===== config.mk =====
export PLATFORM = sky130hd
export DESIGN_NAME = device_status_aggregation
export DESIGN_NICKNAME = d
export VERILOG_FILES = /design/src/device_status_aggregation.v /design/src/level_sync.v /design/src/cycle_timer.v
export VERILOG_INCLUDE_DIRS = /design/src
export SDC_FILE = /design/constraint.sdc
export NUM_CORES = 1
export LEC_CHECK = 0
export ABC_AREA = 0
export ABC_CLOCK_PERIOD_IN_PS = 2250
export BUFFER_PORTS_ARGS = -buffer_cell sky130_fd_sc_hd__buf_2
export CAP_MARGIN = 10
export CORE_AREA = 2 2 77 79
export CTS_BUF_LIST = sky130_fd_sc_hd__clkbuf_8
export CTS_CLUSTER_SIZE = 25
export DETAILED_ROUTE_END_ITERATION = 7
export DIE_AREA = 0 0 79 81
export PLACE_DENSITY_LB_ADDON = 0.15
export SKIP_LAST_GASP = 1
export SLEW_MARGIN = 0
export SYNTH_ARGS = -nofsm -noshare
export SYNTH_HDL_FRONTEND = slang
export SYNTH_SLANG_ARGS = --single-unit

===== constraint.sdc =====
create_clock -name sys_clk -period 2.25 [get_ports sys_clk]
set_input_delay 0.225 -clock sys_clk [delete_from_list [all_inputs] [get_ports sys_clk]]
set_output_delay 0.225 -clock sys_clk [all_outputs]
set_load 0.005 [all_outputs]

===== src/status_regs.vh =====
/*
 * Register map, field positions, reset values and timing constants
 * for the device status register bank.
 * Assumes a 20 MHz system clock and an 8-bit register address space.
 */
`ifndef STATUS_REGS_VH
`define STATUS_REGS_VH

// Clock rate in MHz; the cycle counts below are literals worked out for it
`define CLK_MHZ 20

// Register offsets
`define MAIN_STATUS_ADDR 8'h01
`define SUPPLY_STATUS_ADDR 8'h02

// Main status field positions
`define MS_DSP_BIT 7
`define MS_LINK_BIT 5
`define MS_MEMTEMP_BIT 4
`define MS_SUPPLY_BIT 3
`define MS_TEST_BIT 2
`define MS_RES_BIT 1
`define MS_INIT_BIT 0
`define MS_RSVD_BIT 6

// Supply status field positions
`define SS_UV_BIT 7
`define SS_ANA_BIT 3
`define SS_DIG_BIT 2
`define SS_MEM_BIT 1
`define SS_SEAL_BIT 0
`define SS_RSVD_HI 6
`define SS_RSVD_LO 4

// Reset values
`define DSP_FAULT_RESET 1'b1
`define RES_FLAG_RESET 1'b1
`define INIT_FLAG_RESET 1'b1
`define CLEAR_FLAG_RESET 1'b0
`define SUPPLY_FLAGS_RESET 5'h00
`define RD_DATA_RESET 8'h00
`define UNMAPPED_DATA 8'h00

// Timing in cycles: 1000 us data-valid delay, 100 us recovery, at 20 MHz
`define DATA_VALID_CYCLES_DEF 16'h4E20
`define SUPPLY_RECOVERY_CYCLES 16'h07D0

// Counter widths
`define INIT_CNT_W 16
`define REC_CNT_W 16

`endif


===== src/device_status_aggregation.v =====
/*
 * Device status register bank: main status and supply status.
 * Aggregates signal-processing, link, memory/temperature and supply
 * faults, and keeps the reset-occurred, init and test-state flags.
 * Assumes a single 20 MHz clock, a read strobe with address from the
 * SPI/I2C front end, same-clock fault inputs from the other status
 * blocks, and asynchronous levels from the analog supply monitors.
 */
`timescale 1ns/1ps

`include "status_regs.vh"

module device_status_aggregation #(
    parameter [`INIT_CNT_W-1:0] DATA_VALID_CYCLES = `DATA_VALID_CYCLES_DEF
) (
    input wire sys_clk,
    input wire rst,
    input wire reg_rd_en,
    input wire [7:0] reg_addr,
    output wire [7:0] reg_rd_data,
    output wire reg_rd_valid,
    input wire status_field_sent,
    input wire selftest_incomplete,
    input wire common_mode_fault,
    input wire selftest_fault,
    input wire readback_mismatch,
    input wire factory_mem_fault,
    input wire user_mem_fault,
    input wire user_reg_check_fault,
    input wire user_mem_write_busy,
    input wire temperature_range_fault,
    input wire test_mode_enter,
    input wire test_mode_exit,
    input wire supply_report_disable,
    input wire undervoltage_raw,
    input wire analog_reg_raw,
    input wire digital_reg_raw,
    input wire memory_reg_raw,
    input wire edge_seal_raw,
    output wire reset_occurred,
    output wire init_in_progress,
    output wire test_state_flag
);

    // Recovery time in cycles, a least time so it rounds up
    localparam [`REC_CNT_W-1:0] RECOVERY_CYCLES = `SUPPLY_RECOVERY_CYCLES;

    // Index of each monitor inside the synchronised supply vector
    localparam UV_IDX = 4;
    localparam ANA_IDX = 3;
    localparam DIG_IDX = 2;
    localparam MEM_IDX = 1;
    localparam SEAL_IDX = 0;

    reg dsp_fault_q;
    reg link_fault_q;
    reg memtemp_fault_q;
    reg test_state_q;
    reg test_state_d;
    reg reset_occ_q;
    reg reset_occ_d;
    reg init_q;
    reg [4:0] supply_flags_q;
    reg [4:0] supply_flags_d;
    reg [7:0] rd_data_q;
    reg rd_valid_q;
    reg [7:0] rd_data_d;

    wire [4:0] supply_raw_async;
    wire [4:0] supply_raw;
    wire supply_fault_now;
    wire recovery_expired;
    wire init_expired;
    wire main_read;
    wire supply_read;
    wire supply_clear;
    wire supply_summary;
    wire [7:0] main_status_reg;
    wire [7:0] supply_status_reg;

    // Analog monitors are asynchronous to sys_clk
    assign supply_raw_async[UV_IDX] = undervoltage_raw;
    assign supply_raw_async[ANA_IDX] = analog_reg_raw;
    assign supply_raw_async[DIG_IDX] = digital_reg_raw;
    assign supply_raw_async[MEM_IDX] = memory_reg_raw;
    assign supply_raw_async[SEAL_IDX] = edge_seal_raw;

    level_sync #(
        .WIDTH(5)
    ) u_supply_sync (
        .sys_clk(sys_clk),
        .rst(rst),
        .async_in(supply_raw_async),
        .sync_out(supply_raw)
    );

    // Read decode; only the two status offsets are mapped
    assign main_read = reg_rd_en && (reg_addr == `MAIN_STATUS_ADDR);
    assign supply_read = reg_rd_en && (reg_addr == `SUPPLY_STATUS_ADDR);

    // Signal-processing, link and memory summaries, registered
    always @(posedge sys_clk or posedge rst)
    begin
        if (rst)
        begin
            dsp_fault_q <= `DSP_FAULT_RESET;
            link_fault_q <= `CLEAR_FLAG_RESET;
            memtemp_fault_q <= `CLEAR_FLAG_RESET;
        end
        else
        begin
            dsp_fault_q <= selftest_incomplete | common_mode_fault | selftest_fault;
            link_fault_q <= readback_mismatch;
            memtemp_fault_q <= factory_mem_fault | user_mem_fault | user_reg_check_fault
                | user_mem_write_busy | temperature_range_fault;
        end
    end

    // Test state: only an explicit exit or a reset clears it
    always @*
    begin
        test_state_d = test_state_q;
        if (test_mode_enter)
        begin
            test_state_d = 1'b1;
        end
        else if (test_mode_exit)
        begin
            test_state_d = 1'b0;
        end
    end

    // Reset flag: no hardware set after reset, so clearing never races
    always @*
    begin
        reset_occ_d = reset_occ_q;
        if (main_read || status_field_sent)
        begin
            reset_occ_d = 1'b0;
        end
    end

    always @(posedge sys_clk or posedge rst)
    begin
        if (rst)
        begin
            test_state_q <= `CLEAR_FLAG_RESET;
            reset_occ_q <= `RES_FLAG_RESET;
        end
        else
        begin
            test_state_q <= test_state_d;
            reset_occ_q <= reset_occ_d;
        end
    end

    // Data-valid delay runs once from reset and is never reloaded
    cycle_timer #(
        .WIDTH(`INIT_CNT_W),
        .RESET_VALUE(DATA_VALID_CYCLES)
    ) u_init_timer (
        .sys_clk(sys_clk),
        .rst(rst),
        .load(1'b0),
        .load_value(DATA_VALID_CYCLES),
        .expired(init_expired)
    );

    always @(posedge sys_clk or posedge rst)
    begin
        if (rst)
        begin
            init_q <= `INIT_FLAG_RESET;
        end
        else if (init_expired)
        begin
            init_q <= 1'b0;
        end
    end

    // One timer for all supply flags, held reloaded while any fault is seen
    assign supply_fault_now = |supply_raw;

    cycle_timer #(
        .WIDTH(`REC_CNT_W),
        .RESET_VALUE({`REC_CNT_W{1'b0}})
    ) u_recovery_timer (
        .sys_clk(sys_clk),
        .rst(rst),
        .load(supply_fault_now),
        .load_value(RECOVERY_CYCLES),
        .expired(recovery_expired)
    );

    // With reporting disabled flags drop at expiry; else a read is needed too
    assign supply_clear = recovery_expired && (supply_report_disable || supply_read);

    // Per-flag set and clear; a fault in the clear cycle keeps the flag
    genvar k;
    generate
        for (k = 0; k < 5; k = k + 1)
        begin : g_supply
            always @*
            begin
                supply_flags_d[k] = supply_flags_q[k];
                if (supply_raw[k])
                begin
                    supply_flags_d[k] = 1'b1;
                end
                else if (supply_clear)
                begin
                    supply_flags_d[k] = 1'b0;
                end
            end
        end
    endgenerate

    // Undefined reset values are taken as clear, which suits bit 0 too
    always @(posedge sys_clk or posedge rst)
    begin
        if (rst)
        begin
            supply_flags_q <= `SUPPLY_FLAGS_RESET;
        end
        else
        begin
            supply_flags_q <= supply_flags_d;
        end
    end

    // Supply summary follows the latched flags, not the raw monitors
    assign supply_summary = |supply_flags_q;

    // Main status image; bit 6 reserved and reads zero
    assign main_status_reg[`MS_DSP_BIT] = dsp_fault_q;
    assign main_status_reg[`MS_RSVD_BIT] = 1'b0;
    assign main_status_reg[`MS_LINK_BIT] = link_fault_q;
    assign main_status_reg[`MS_MEMTEMP_BIT] = memtemp_fault_q;
    assign main_status_reg[`MS_SUPPLY_BIT] = supply_summary;
    assign main_status_reg[`MS_TEST_BIT] = test_state_q;
    assign main_status_reg[`MS_RES_BIT] = reset_occ_q;
    assign main_status_reg[`MS_INIT_BIT] = init_q;

    // Supply status image; bits 6 to 4 reserved and read zero
    assign supply_status_reg[`SS_UV_BIT] = supply_flags_q[UV_IDX];
    assign supply_status_reg[`SS_RSVD_HI:`SS_RSVD_LO] = 3'h0;
    assign supply_status_reg[`SS_ANA_BIT] = supply_flags_q[ANA_IDX];
    assign supply_status_reg[`SS_DIG_BIT] = supply_flags_q[DIG_IDX];
    assign supply_status_reg[`SS_MEM_BIT] = supply_flags_q[MEM_IDX];
    assign supply_status_reg[`SS_SEAL_BIT] = supply_flags_q[SEAL_IDX];

    // Read mux; there is no write path, so only reads (read-to-clear) and the hardware alter these
    always @*
    begin
        rd_data_d = `UNMAPPED_DATA;
        case (reg_addr)
            `MAIN_STATUS_ADDR:
            begin
                rd_data_d = main_status_reg;
            end
            `SUPPLY_STATUS_ADDR:
            begin
                rd_data_d = supply_status_reg;
            end
            default:
            begin
                rd_data_d = `UNMAPPED_DATA;
            end
        endcase
    end

    // Data captured before a read-to-clear takes effect
    always @(posedge sys_clk or posedge rst)
    begin
        if (rst)
        begin
            rd_data_q <= `RD_DATA_RESET;
            rd_valid_q <= 1'b0;
        end
        else
        begin
            rd_valid_q <= reg_rd_en;
            if (reg_rd_en)
            begin
                rd_data_q <= rd_data_d;
            end
        end
    end

    assign reg_rd_data = rd_data_q;
    assign reg_rd_valid = rd_valid_q;

    // Flags exported for the status fields of data transfers
    assign reset_occurred = reset_occ_q;
    assign init_in_progress = init_q;
    assign test_state_flag = test_state_q;

endmodule // device_status_aggregation


===== src/level_sync.v =====
/*
 * Three-stage synchroniser for a group of asynchronous levels.
 * The output follows only once stages two and three agree.
 * Assumes each input is a slowly changing level, not a pulse.
 */
`timescale 1ns/1ps

module level_sync #(
    parameter WIDTH = 1
) (
    input wire sys_clk,
    input wire rst,
    input wire [WIDTH-1:0] async_in,
    output wire [WIDTH-1:0] sync_out
);

    genvar i;

    generate
        for (i = 0; i < WIDTH; i = i + 1)
        begin : g_bit
            reg s1_q;
            reg s2_q;
            reg s3_q;
            reg out_q;

            // Stage one feeds stage two only, never the agree check
            always @(posedge sys_clk or posedge rst)
            begin
                if (rst)
                begin
                    s1_q <= 1'b0;
                    s2_q <= 1'b0;
                    s3_q <= 1'b0;
                    out_q <= 1'b0;
                end
                else
                begin
                    s1_q <= async_in[i];
                    s2_q <= s1_q;
                    s3_q <= s2_q;
                    if (s2_q == s3_q)
                    begin
                        out_q <= s3_q;
                    end
                end
            end

            assign sync_out[i] = out_q;
        end
    endgenerate

endmodule // level_sync


===== src/cycle_timer.v =====
/*
 * Loadable down counter that stops at zero and flags expiry.
 * Assumes load has priority over counting in the same cycle.
 */
`timescale 1ns/1ps

module cycle_timer #(
    parameter WIDTH = 16,
    parameter [WIDTH-1:0] RESET_VALUE = {WIDTH{1'b0}}
) (
    input wire sys_clk,
    input wire rst,
    input wire load,
    input wire [WIDTH-1:0] load_value,
    output wire expired
);

    reg [WIDTH-1:0] count_q;
    reg [WIDTH-1:0] count_d;

    // Reload wins; otherwise count down and park at zero
    always @*
    begin
        count_d = count_q;
        if (load)
        begin
            count_d = load_value;
        end
        else if (count_q != {WIDTH{1'b0}})
        begin
            count_d = count_q - {{(WIDTH-1){1'b0}}, 1'b1};
        end
    end

    always @(posedge sys_clk or posedge rst)
    begin
        if (rst)
        begin
            count_q <= RESET_VALUE;
        end
        else
        begin
            count_q <= count_d;
        end
    end

    assign expired = (count_q == {WIDTH{1'b0}});

endmodule // cycle_timer


==> reports/metrics.yaml, run 1 <==
layout:
  final_common_cell: "dfrtp_1"
  syn_to_final_growth_pct: 21.63
  final_layout_size_suffix_gt1_share_pct: 24.52
  final_nets: 342
  layout_common_cells: "63 x dfrtp_1, 39 x buf_2, 17 x nor2_1, 15 x xnor2_1, 13 x nand2_1"
  antennaDiodeCount: 0
worst_setup_path:
  cp_cell_sequence: "inv_1 > ha_1 > or3b_2 > nor3_1 > or4_1 > nand3_1"
  end_kind: "flop"
  cp.buffers_inverters: 1
  critPathKind: "flop to flop"
  crit_arrival_ns: 2.27
  crit_path_top_delay_cell: "or3b_2"
  regToRegSetupSlack_ns: 0.21
  r2r_cells: 6
  crit_cells: 6
  crit_path_max_incr_delay_ns: 0.54
  crit_family: "simple AND/OR/NAND/NOR gates"
  required_ns: 2.48
  path_max_fanout: 7
  start_kind: "flop"
logic_synthesis:
  syn-mean-instance-area_sq_um: 11.85
  syn-num-nets: 281
  synth-seq-cells: 71
  synth.distinct_cells: 48
  synthFlopType: "dfrtp_1"
  ys_seq_area_share_pct: 60.56
  async_flop_share_pct: 100.0
  syn_inst: 249
  synth_area_sq_mm: 0.002950
  yosys_warnings: 0
  synth-edff-count: 0
grt:
  grt_use_total_pct: 19.04
  grt_max_degree: 37
  grt_antenna_before_repair: 0
  grt_pass1_wl_mm: 9.294
  grt_pass1_vias: 2116
  grt_overflow: 0
floorplan:
  rows: 28
  dieArea_sq_mm: 0.006399
  core_area_sq_mm: 0.005675
  die_y_microns: 81
  die_w_microns: 79
  start_util_pct: 51.98
  io-pin-count: 41
outcome:
  run_status: "complete, no violations"
pwr:
  p_per_area_mw_per_mm2: 718.2
  power.total_w: 0.002577
  leakagePower_nw: 1.603
  peakVddDrop_uv: 539.0
drt:
  finalWirelength_mm: 5.390
  dr.pass1.iters: 4
  ant_nets: 0
  viasPerCell: 5.396
  route.detailed.drc: 0
  wl_per_cell_microns: 13.86
  via_count: 2099
  detail_route.iter0.violations: 103
worst_hold_path:
  hold_class: "input pin to flop"
  hold_depth: 2
sta:
  min_period_ns: 2.043
  finalHoldViolCount: 0
  setup_tns_ns: 0
  fmax_mhz: 489.5
  setup_viol: 0
  slew_headroom_pct: 60.36
  post-route-period-util_pct: 90.79
  worst_slew_pin_slew_ns: 0.5937
  skew_ns: 0.004937
  rsz0062_at_grt: "no"
  drv_slew: 0
  timing.hold.ws_ns: 0.05376
placement:
  place_congestion: 0.8151
  io_buffer_count: 39
  dpl.hpwl_mm: 3.702
clocking:
  tritoncts: "built"
  ctsResizeCount: 0
  worst_skew_pair.late_latency_ns: 0.35
  clk_pin_slew_worst_paths_ns: 0.08
  cts.sinks: 71
  cts_buffers: 9
  cts_max_level: 3
  cts_root_buffer: "clkbuf_8"
  clock_path_buffers: 2
job:
  drv_cap: 0
[synth_stat cells (2+ instances only)]
cell	count	share of area [%]
nor3b_1	3	0.76
inv_1	7	0.89
nor3_1	10	1.7
or4_1	8	2.0
mux2i_1	3	1.0
nand4_1	3	0.64
xor2_1	3	0.89
a21oi_1	6	1.0
a22o_1	2	0.59
nor2b_1	4	0.85
or3_1	4	0.85
nor2_1	17	2.2
nand3_1	9	1.5
nand2b_1	2	0.42
and2_1	5	1.1
and3_1	2	0.42
nand4b_1	5	1.5
dfrtp_1	63	53
nand3b_1	2	0.51
maj3_1	5	1.7
o21ai_0	4	0.68
clkbuf_1	3	0.38
a221o_1	4	1.4
xnor2_1	15	4.5
o31ai_1	3	0.76
nor4_1	9	1.9
dfstp_2	8	7.1
a21o_1	6	1.5
nand2_1	13	1.7
ha_1	3	1.3
[report_power, final]
part	switching, W	internal, W	leakage [nW]
Clock	0.000503	0.000627	0.106
Sequential	0.0000216	0.00131	0.846
Combinational	0.0000613	0.0000571	0.651
[cell families after synthesis]
| kind of cell | after synthesis | share of synthesized area (%) |
|---|---|---|
| other | 1 | 0.1271 |
| muxes | 3 | 1.018 |
| DFF | 71 | 60.56 |
| AOI/OAI and AO/OA | 34 | 8.652 |
| and+or+nand+nor | 101 | 19.47 |
| buffers and inverters | 13 | 1.866 |
| xor gates and xnor gates | 18 | 5.344 |
| adders and majority gates | 8 | 2.969 |
[sequential cells by signal, indices dropped and copies added (netlist names)]
register / flops
u_supply_sync.g_bit.s3_q: 5
test_state_flag: 1
reg_rd_data: 7
reg_rd_valid: 1
dsp_fault_q: 1
u_recovery_timer.count_q: 16
supply_flags_q: 5
init_in_progress: 1
memtemp_fault_q: 1
u_supply_sync.g_bit.s1_q: 5
u_init_timer.count_q: 16
u_supply_sync.g_bit.out_q: 5
link_fault_q: 1
u_supply_sync.g_bit.s2_q: 5
reset_occurred: 1
[worst register-to-register path: stages, from the launching register on]
cell and delay (ns):
dfrtp_1 0.43, inv_1 0.08, ha_1 0.19, or3b_2 0.54
nor3_1 0.43, or4_1 0.18, nand3_1 0.07
[stage by stage]
step                      util [%]  std cells  setup WS (ns)  cell area (sq um)
after floorplan                  -        249         0.2417               2950
after global placement       57.98        366         0.3006               3291
after detailed placement     57.98        366         0.2335               3291
after CTS                    63.23        389         0.2189               3588
after global routing         63.23        389        0.05852               3588
final                        63.23        389         0.2072               3588
[final cells by class]
type                       count  area [sq um]
fill                         469          2087
sequential                    71          1787
multi-input combinational    165          1109
timing repair buffer          56         355.3
clock buffer                   9         123.9
clock inverter                 6         93.84
tap                           75         93.84
inverter                       7         26.28
[routing by layer]
metal / GRT usage [%] / wire (microns) / share of wire, % / vias to the layer above
met5: 0 / 0 / 0 / -
met4: 11.21 / 150 / 2.8 / 0
met3: 3.667 / 138 / 2.6 / 14
met2: 31.36 / 2572 / 48 / 35
met1: 23.57 / 2528 / 47 / 1022
li1: - / - / - / 1028
[timing repair]
item                       CTS  global route
hold buffers                 8             0
hold endpoints to repair    31             0
setup endpoints to repair    0             0
buffers inserted             0             0
[final timing paths]
check | to | startpoint
max | u_recovery_timer.count_q[9]$_DFFE_PP0P_ | u_recovery_timer.count_q[0]$_DFFE_PP0P_
min | test_state_flag$_DFFE_PP0P_ | test_mode_enter
max reg2reg | u_recovery_timer.count_q[9]$_DFFE_PP0P_ | u_recovery_timer.count_q[0]$_DFFE_PP0P_
min reg2reg | u_supply_sync.g_bit[4].s2_q$_DFF_PP0_ | u_supply_sync.g_bit[4].s1_q$_DFF_PP0_
max in group asynchronous | u_init_timer.count_q[10]$_DFFE_PP1P_ | rst
min in group asynchronous | u_supply_sync.g_bit[3].s1_q$_DFF_PP0_ | rst
Note: power is estimated with default switching activity, not from simulation.
==> run 2, diff against run 1 <==
ABC_CLOCK_PERIOD_IN_PS = 2300   (was 2250)
clock period = 2.3 ns   (was 2.25 ns; I/O delays follow)
==> run 2 against run 1 <==
Against the previous run: sequential share of layout area increased by 0.31 points; clock power is 17% lower; critical endpoint is now u_recovery_timer.count_q[15]$_DFFE_PP0P_; die area unchanged; sequential power barely moved; final area is 0.63% lower; utilization decreased by 0.40 points; cell count rose by 0.51%; non-clock buffer count is 1 higher; first-iteration DRC count decreased by 4.9%; global-route usage decreased by 0.59 points; register-to-register slack gained 0.08 ns.
==> reports/metrics.yaml, run 2 (synthesized netlist as in run 1, its figures left out) <==
worst_setup_path:
  end_kind: "flop"
  path_max_fanout: 7  # unchanged
  critPathKind: "flop to flop"
  crit_path_top_delay_cell: "or4_1"
  cp.buffers_inverters: 0  # -1
  start_kind: "flop"
  regToRegSetupSlack_ns: 0.29  # +0.08 ns
  r2r_cells: 4  # -2
  cpMostUsedCell: "or4_1"
  crit_family: "simple AND/OR/NAND/NOR gates"
  r2r_start: "u_recovery_timer.count_q[8]$_DFFE_PP0P_"
  required_ns: 2.53  # +0.05 ns
  cp_cell_sequence: "or4_1 > or4_1 > o311ai_1 > nand2_1"
  crit_path_max_incr_delay_ns: 0.62  # +0.08 ns
  crit_arrival_ns: 2.24  # -0.03 ns
  reg2reg_to: "u_recovery_timer.count_q[15]$_DFFE_PP0P_"
outcome:
  run_status: "complete, no violations"
clocking:
  tritoncts: "built"
  cts_max_level: 3  # unchanged
  cts_root_buffer: "clkbuf_8"
  worst_skew_pair.late_latency_ns: 0.35  # about the same
  cts_buffers: 9  # unchanged
  cts.sinks: 71  # unchanged
  ctsResizeCount: 0  # unchanged
  clk_pin_slew_worst_paths_ns: 0.08  # about the same
  clock_path_buffers: 2  # unchanged
layout:
  final_common_cell: "dfrtp_1"
  final_layout_size_suffix_gt1_share_pct: 25.00  # +0.48 points
  fillers: 462  # -1.5%
  antennaDiodeCount: 0  # unchanged
  final_nets: 343  # +0.29%
  layout_common_cells: "63 x dfrtp_1, 39 x buf_2, 17 x nor2_1, 15 x xnor2_1, 13 x nand2_1"
  syn_to_final_growth_pct: 20.87
drt:
  dr.pass1.iters: 4  # unchanged
  via_count: 2092  # -0.33%
  ant_nets: 0  # unchanged
  route.detailed.drc: 0  # unchanged
  detail_route.iter0.violations: 98  # -4.9%
  wl_per_cell_microns: 13.31  # -3.9%
  viasPerCell: 5.350  # -0.84%
  finalWirelength_mm: 5.204  # -3.5%
pwr:
  peakVddDrop_uv: 431.3  # -20%
  leakagePower_nw: 1.598  # -0.33%
  p_per_area_mw_per_mm2: 658.6  # -8.3%
sta:
  timing.hold.ws_ns: 0.05862  # +0.004867 ns
  rsz0062_at_grt: "no"
  worst_slew_pin_slew_ns: 0.6298  # +0.03613 ns
  finalHoldViolCount: 0  # unchanged
  drv_slew: 0  # unchanged
  post-route-period-util_pct: 87.47  # -3.3 points
  fmax_mhz: 497.0  # +1.5%
  skew_ns: 0.009360  # +0.004423 ns
  min_period_ns: 2.012  # -0.03093 ns
  slew_headroom_pct: 57.95  # -2.4 points
  setup_viol: 0  # unchanged
  setup_tns_ns: 0  # unchanged
job:
  drv_cap: 0  # unchanged
worst_hold_path:
  hold_depth: 1  # -1
  min_from: "reg_rd_en"
  hold_class: "input pin to flop"
  holdPathEnd: "reg_rd_valid$_DFF_PP0_"
floorplan:
  io-pin-count: 41  # unchanged
  dieArea_sq_mm: 0.006399  # unchanged
  core_area_sq_mm: 0.005675  # unchanged
  die_w_microns: 79  # unchanged
  rows: 28  # unchanged
  die_y_microns: 81  # unchanged
  start_util_pct: 51.98  # unchanged
grt:
  grt_use_total_pct: 18.45  # -0.59 points
  grt_antenna_before_repair: 0  # unchanged
  grt_max_degree: 35  # -5.4%
  grt_overflow: 0  # unchanged
  grt_pass1_wl_mm: 9.025  # -2.9%
  grt_pass1_vias: 2013  # -4.9%
placement:
  io_buffer_count: 39  # unchanged
  place_congestion: 0.8094  # -0.70%
  dpl.hpwl_mm: 3.632  # -1.9%
## run 2: worst max path at each step
stage	from	endpoint	slack (ns)	cells after the start
2_1_floorplan	rst	link_fault_q$_DFF_PP0_	0.29	1
5_1_grt	u_recovery_timer.count_q[8]$_DFFE_PP0P_	u_recovery_timer.count_q[15]$_DFFE_PP0P_	0.18	4
3_3_place_gp	u_recovery_timer.count_q[0]$_DFFE_PP0P_	u_recovery_timer.count_q[9]$_DFFE_PP0P_	0.35	6
3_5_place_dp	u_recovery_timer.count_q[8]$_DFFE_PP0P_	u_recovery_timer.count_q[15]$_DFFE_PP0P_	0.30	4
4_1_cts	u_recovery_timer.count_q[8]$_DFFE_PP0P_	u_recovery_timer.count_q[15]$_DFFE_PP0P_	0.31	4
6_report	u_recovery_timer.count_q[8]$_DFFE_PP0P_	u_recovery_timer.count_q[15]$_DFFE_PP0P_	0.29	4
## run 2: worst register-to-register path: cells and delay by family, from the launching register on
| family | cells | cell delay (ns) |
|---|---|---|
| AOI/OAI and AO/OA | 1 | 0.28 |
| and+or+nand+nor | 3 | 1.17 |
| DFF | 1 | 0.45 |
## run 2: power by group
part | internal, W | switching [W]
Combinational | 0.0000559 | 0.0000608
Sequential | 0.00128 | 0.0000206
Clock | 0.000437 | 0.000496
## run 2: metal layers
layer  share of wire (%)  global-route usage (%)
met5                   0                       0
met4                0.79                   6.724
met3                 4.3                   5.778
met2                  47                   29.49
met1                  48                   23.91
## run 2: area by class of cell
class,count,area [sq um],share of cell area (%)
repair buffers,57,362.8,10.18
flip-flops and latches,71,1787,50.11
clock inverters,6,50.05,1.404
inverters,7,26.28,0.7368
clock buffers,10,137.6,3.860
multi-input cells,165,1109,31.09
well taps,75,93.84,2.632
## run 2: repair_timing
action	CTS	global route
endpoints found under the hold margin	33	0
hold buffers	8	0
setup endpoints to repair	0	0
buffers inserted	0	0
## run 2: through the flow
| step | total power (W) | instances | setup slack [ns] | util [%] | cell area, sq um |
|---|---|---|---|---|---|
| 2_1_floorplan | 0.001380 | 249 | 0.2867 | - | 2950 |
| 3_3_place_gp | 0.001429 | 367 | 0.3454 | 58.11 | 3298 |
| 3_5_place_dp | 0.001432 | 367 | 0.3013 | 58.11 | 3298 |
| 4_1_cts | 0.002382 | 391 | 0.3100 | 62.83 | 3566 |
| 5_1_grt | 0.002460 | 391 | 0.1761 | 62.83 | 3566 |
| 6_report | 0.002349 | 391 | 0.2881 | 62.83 | 3566 |
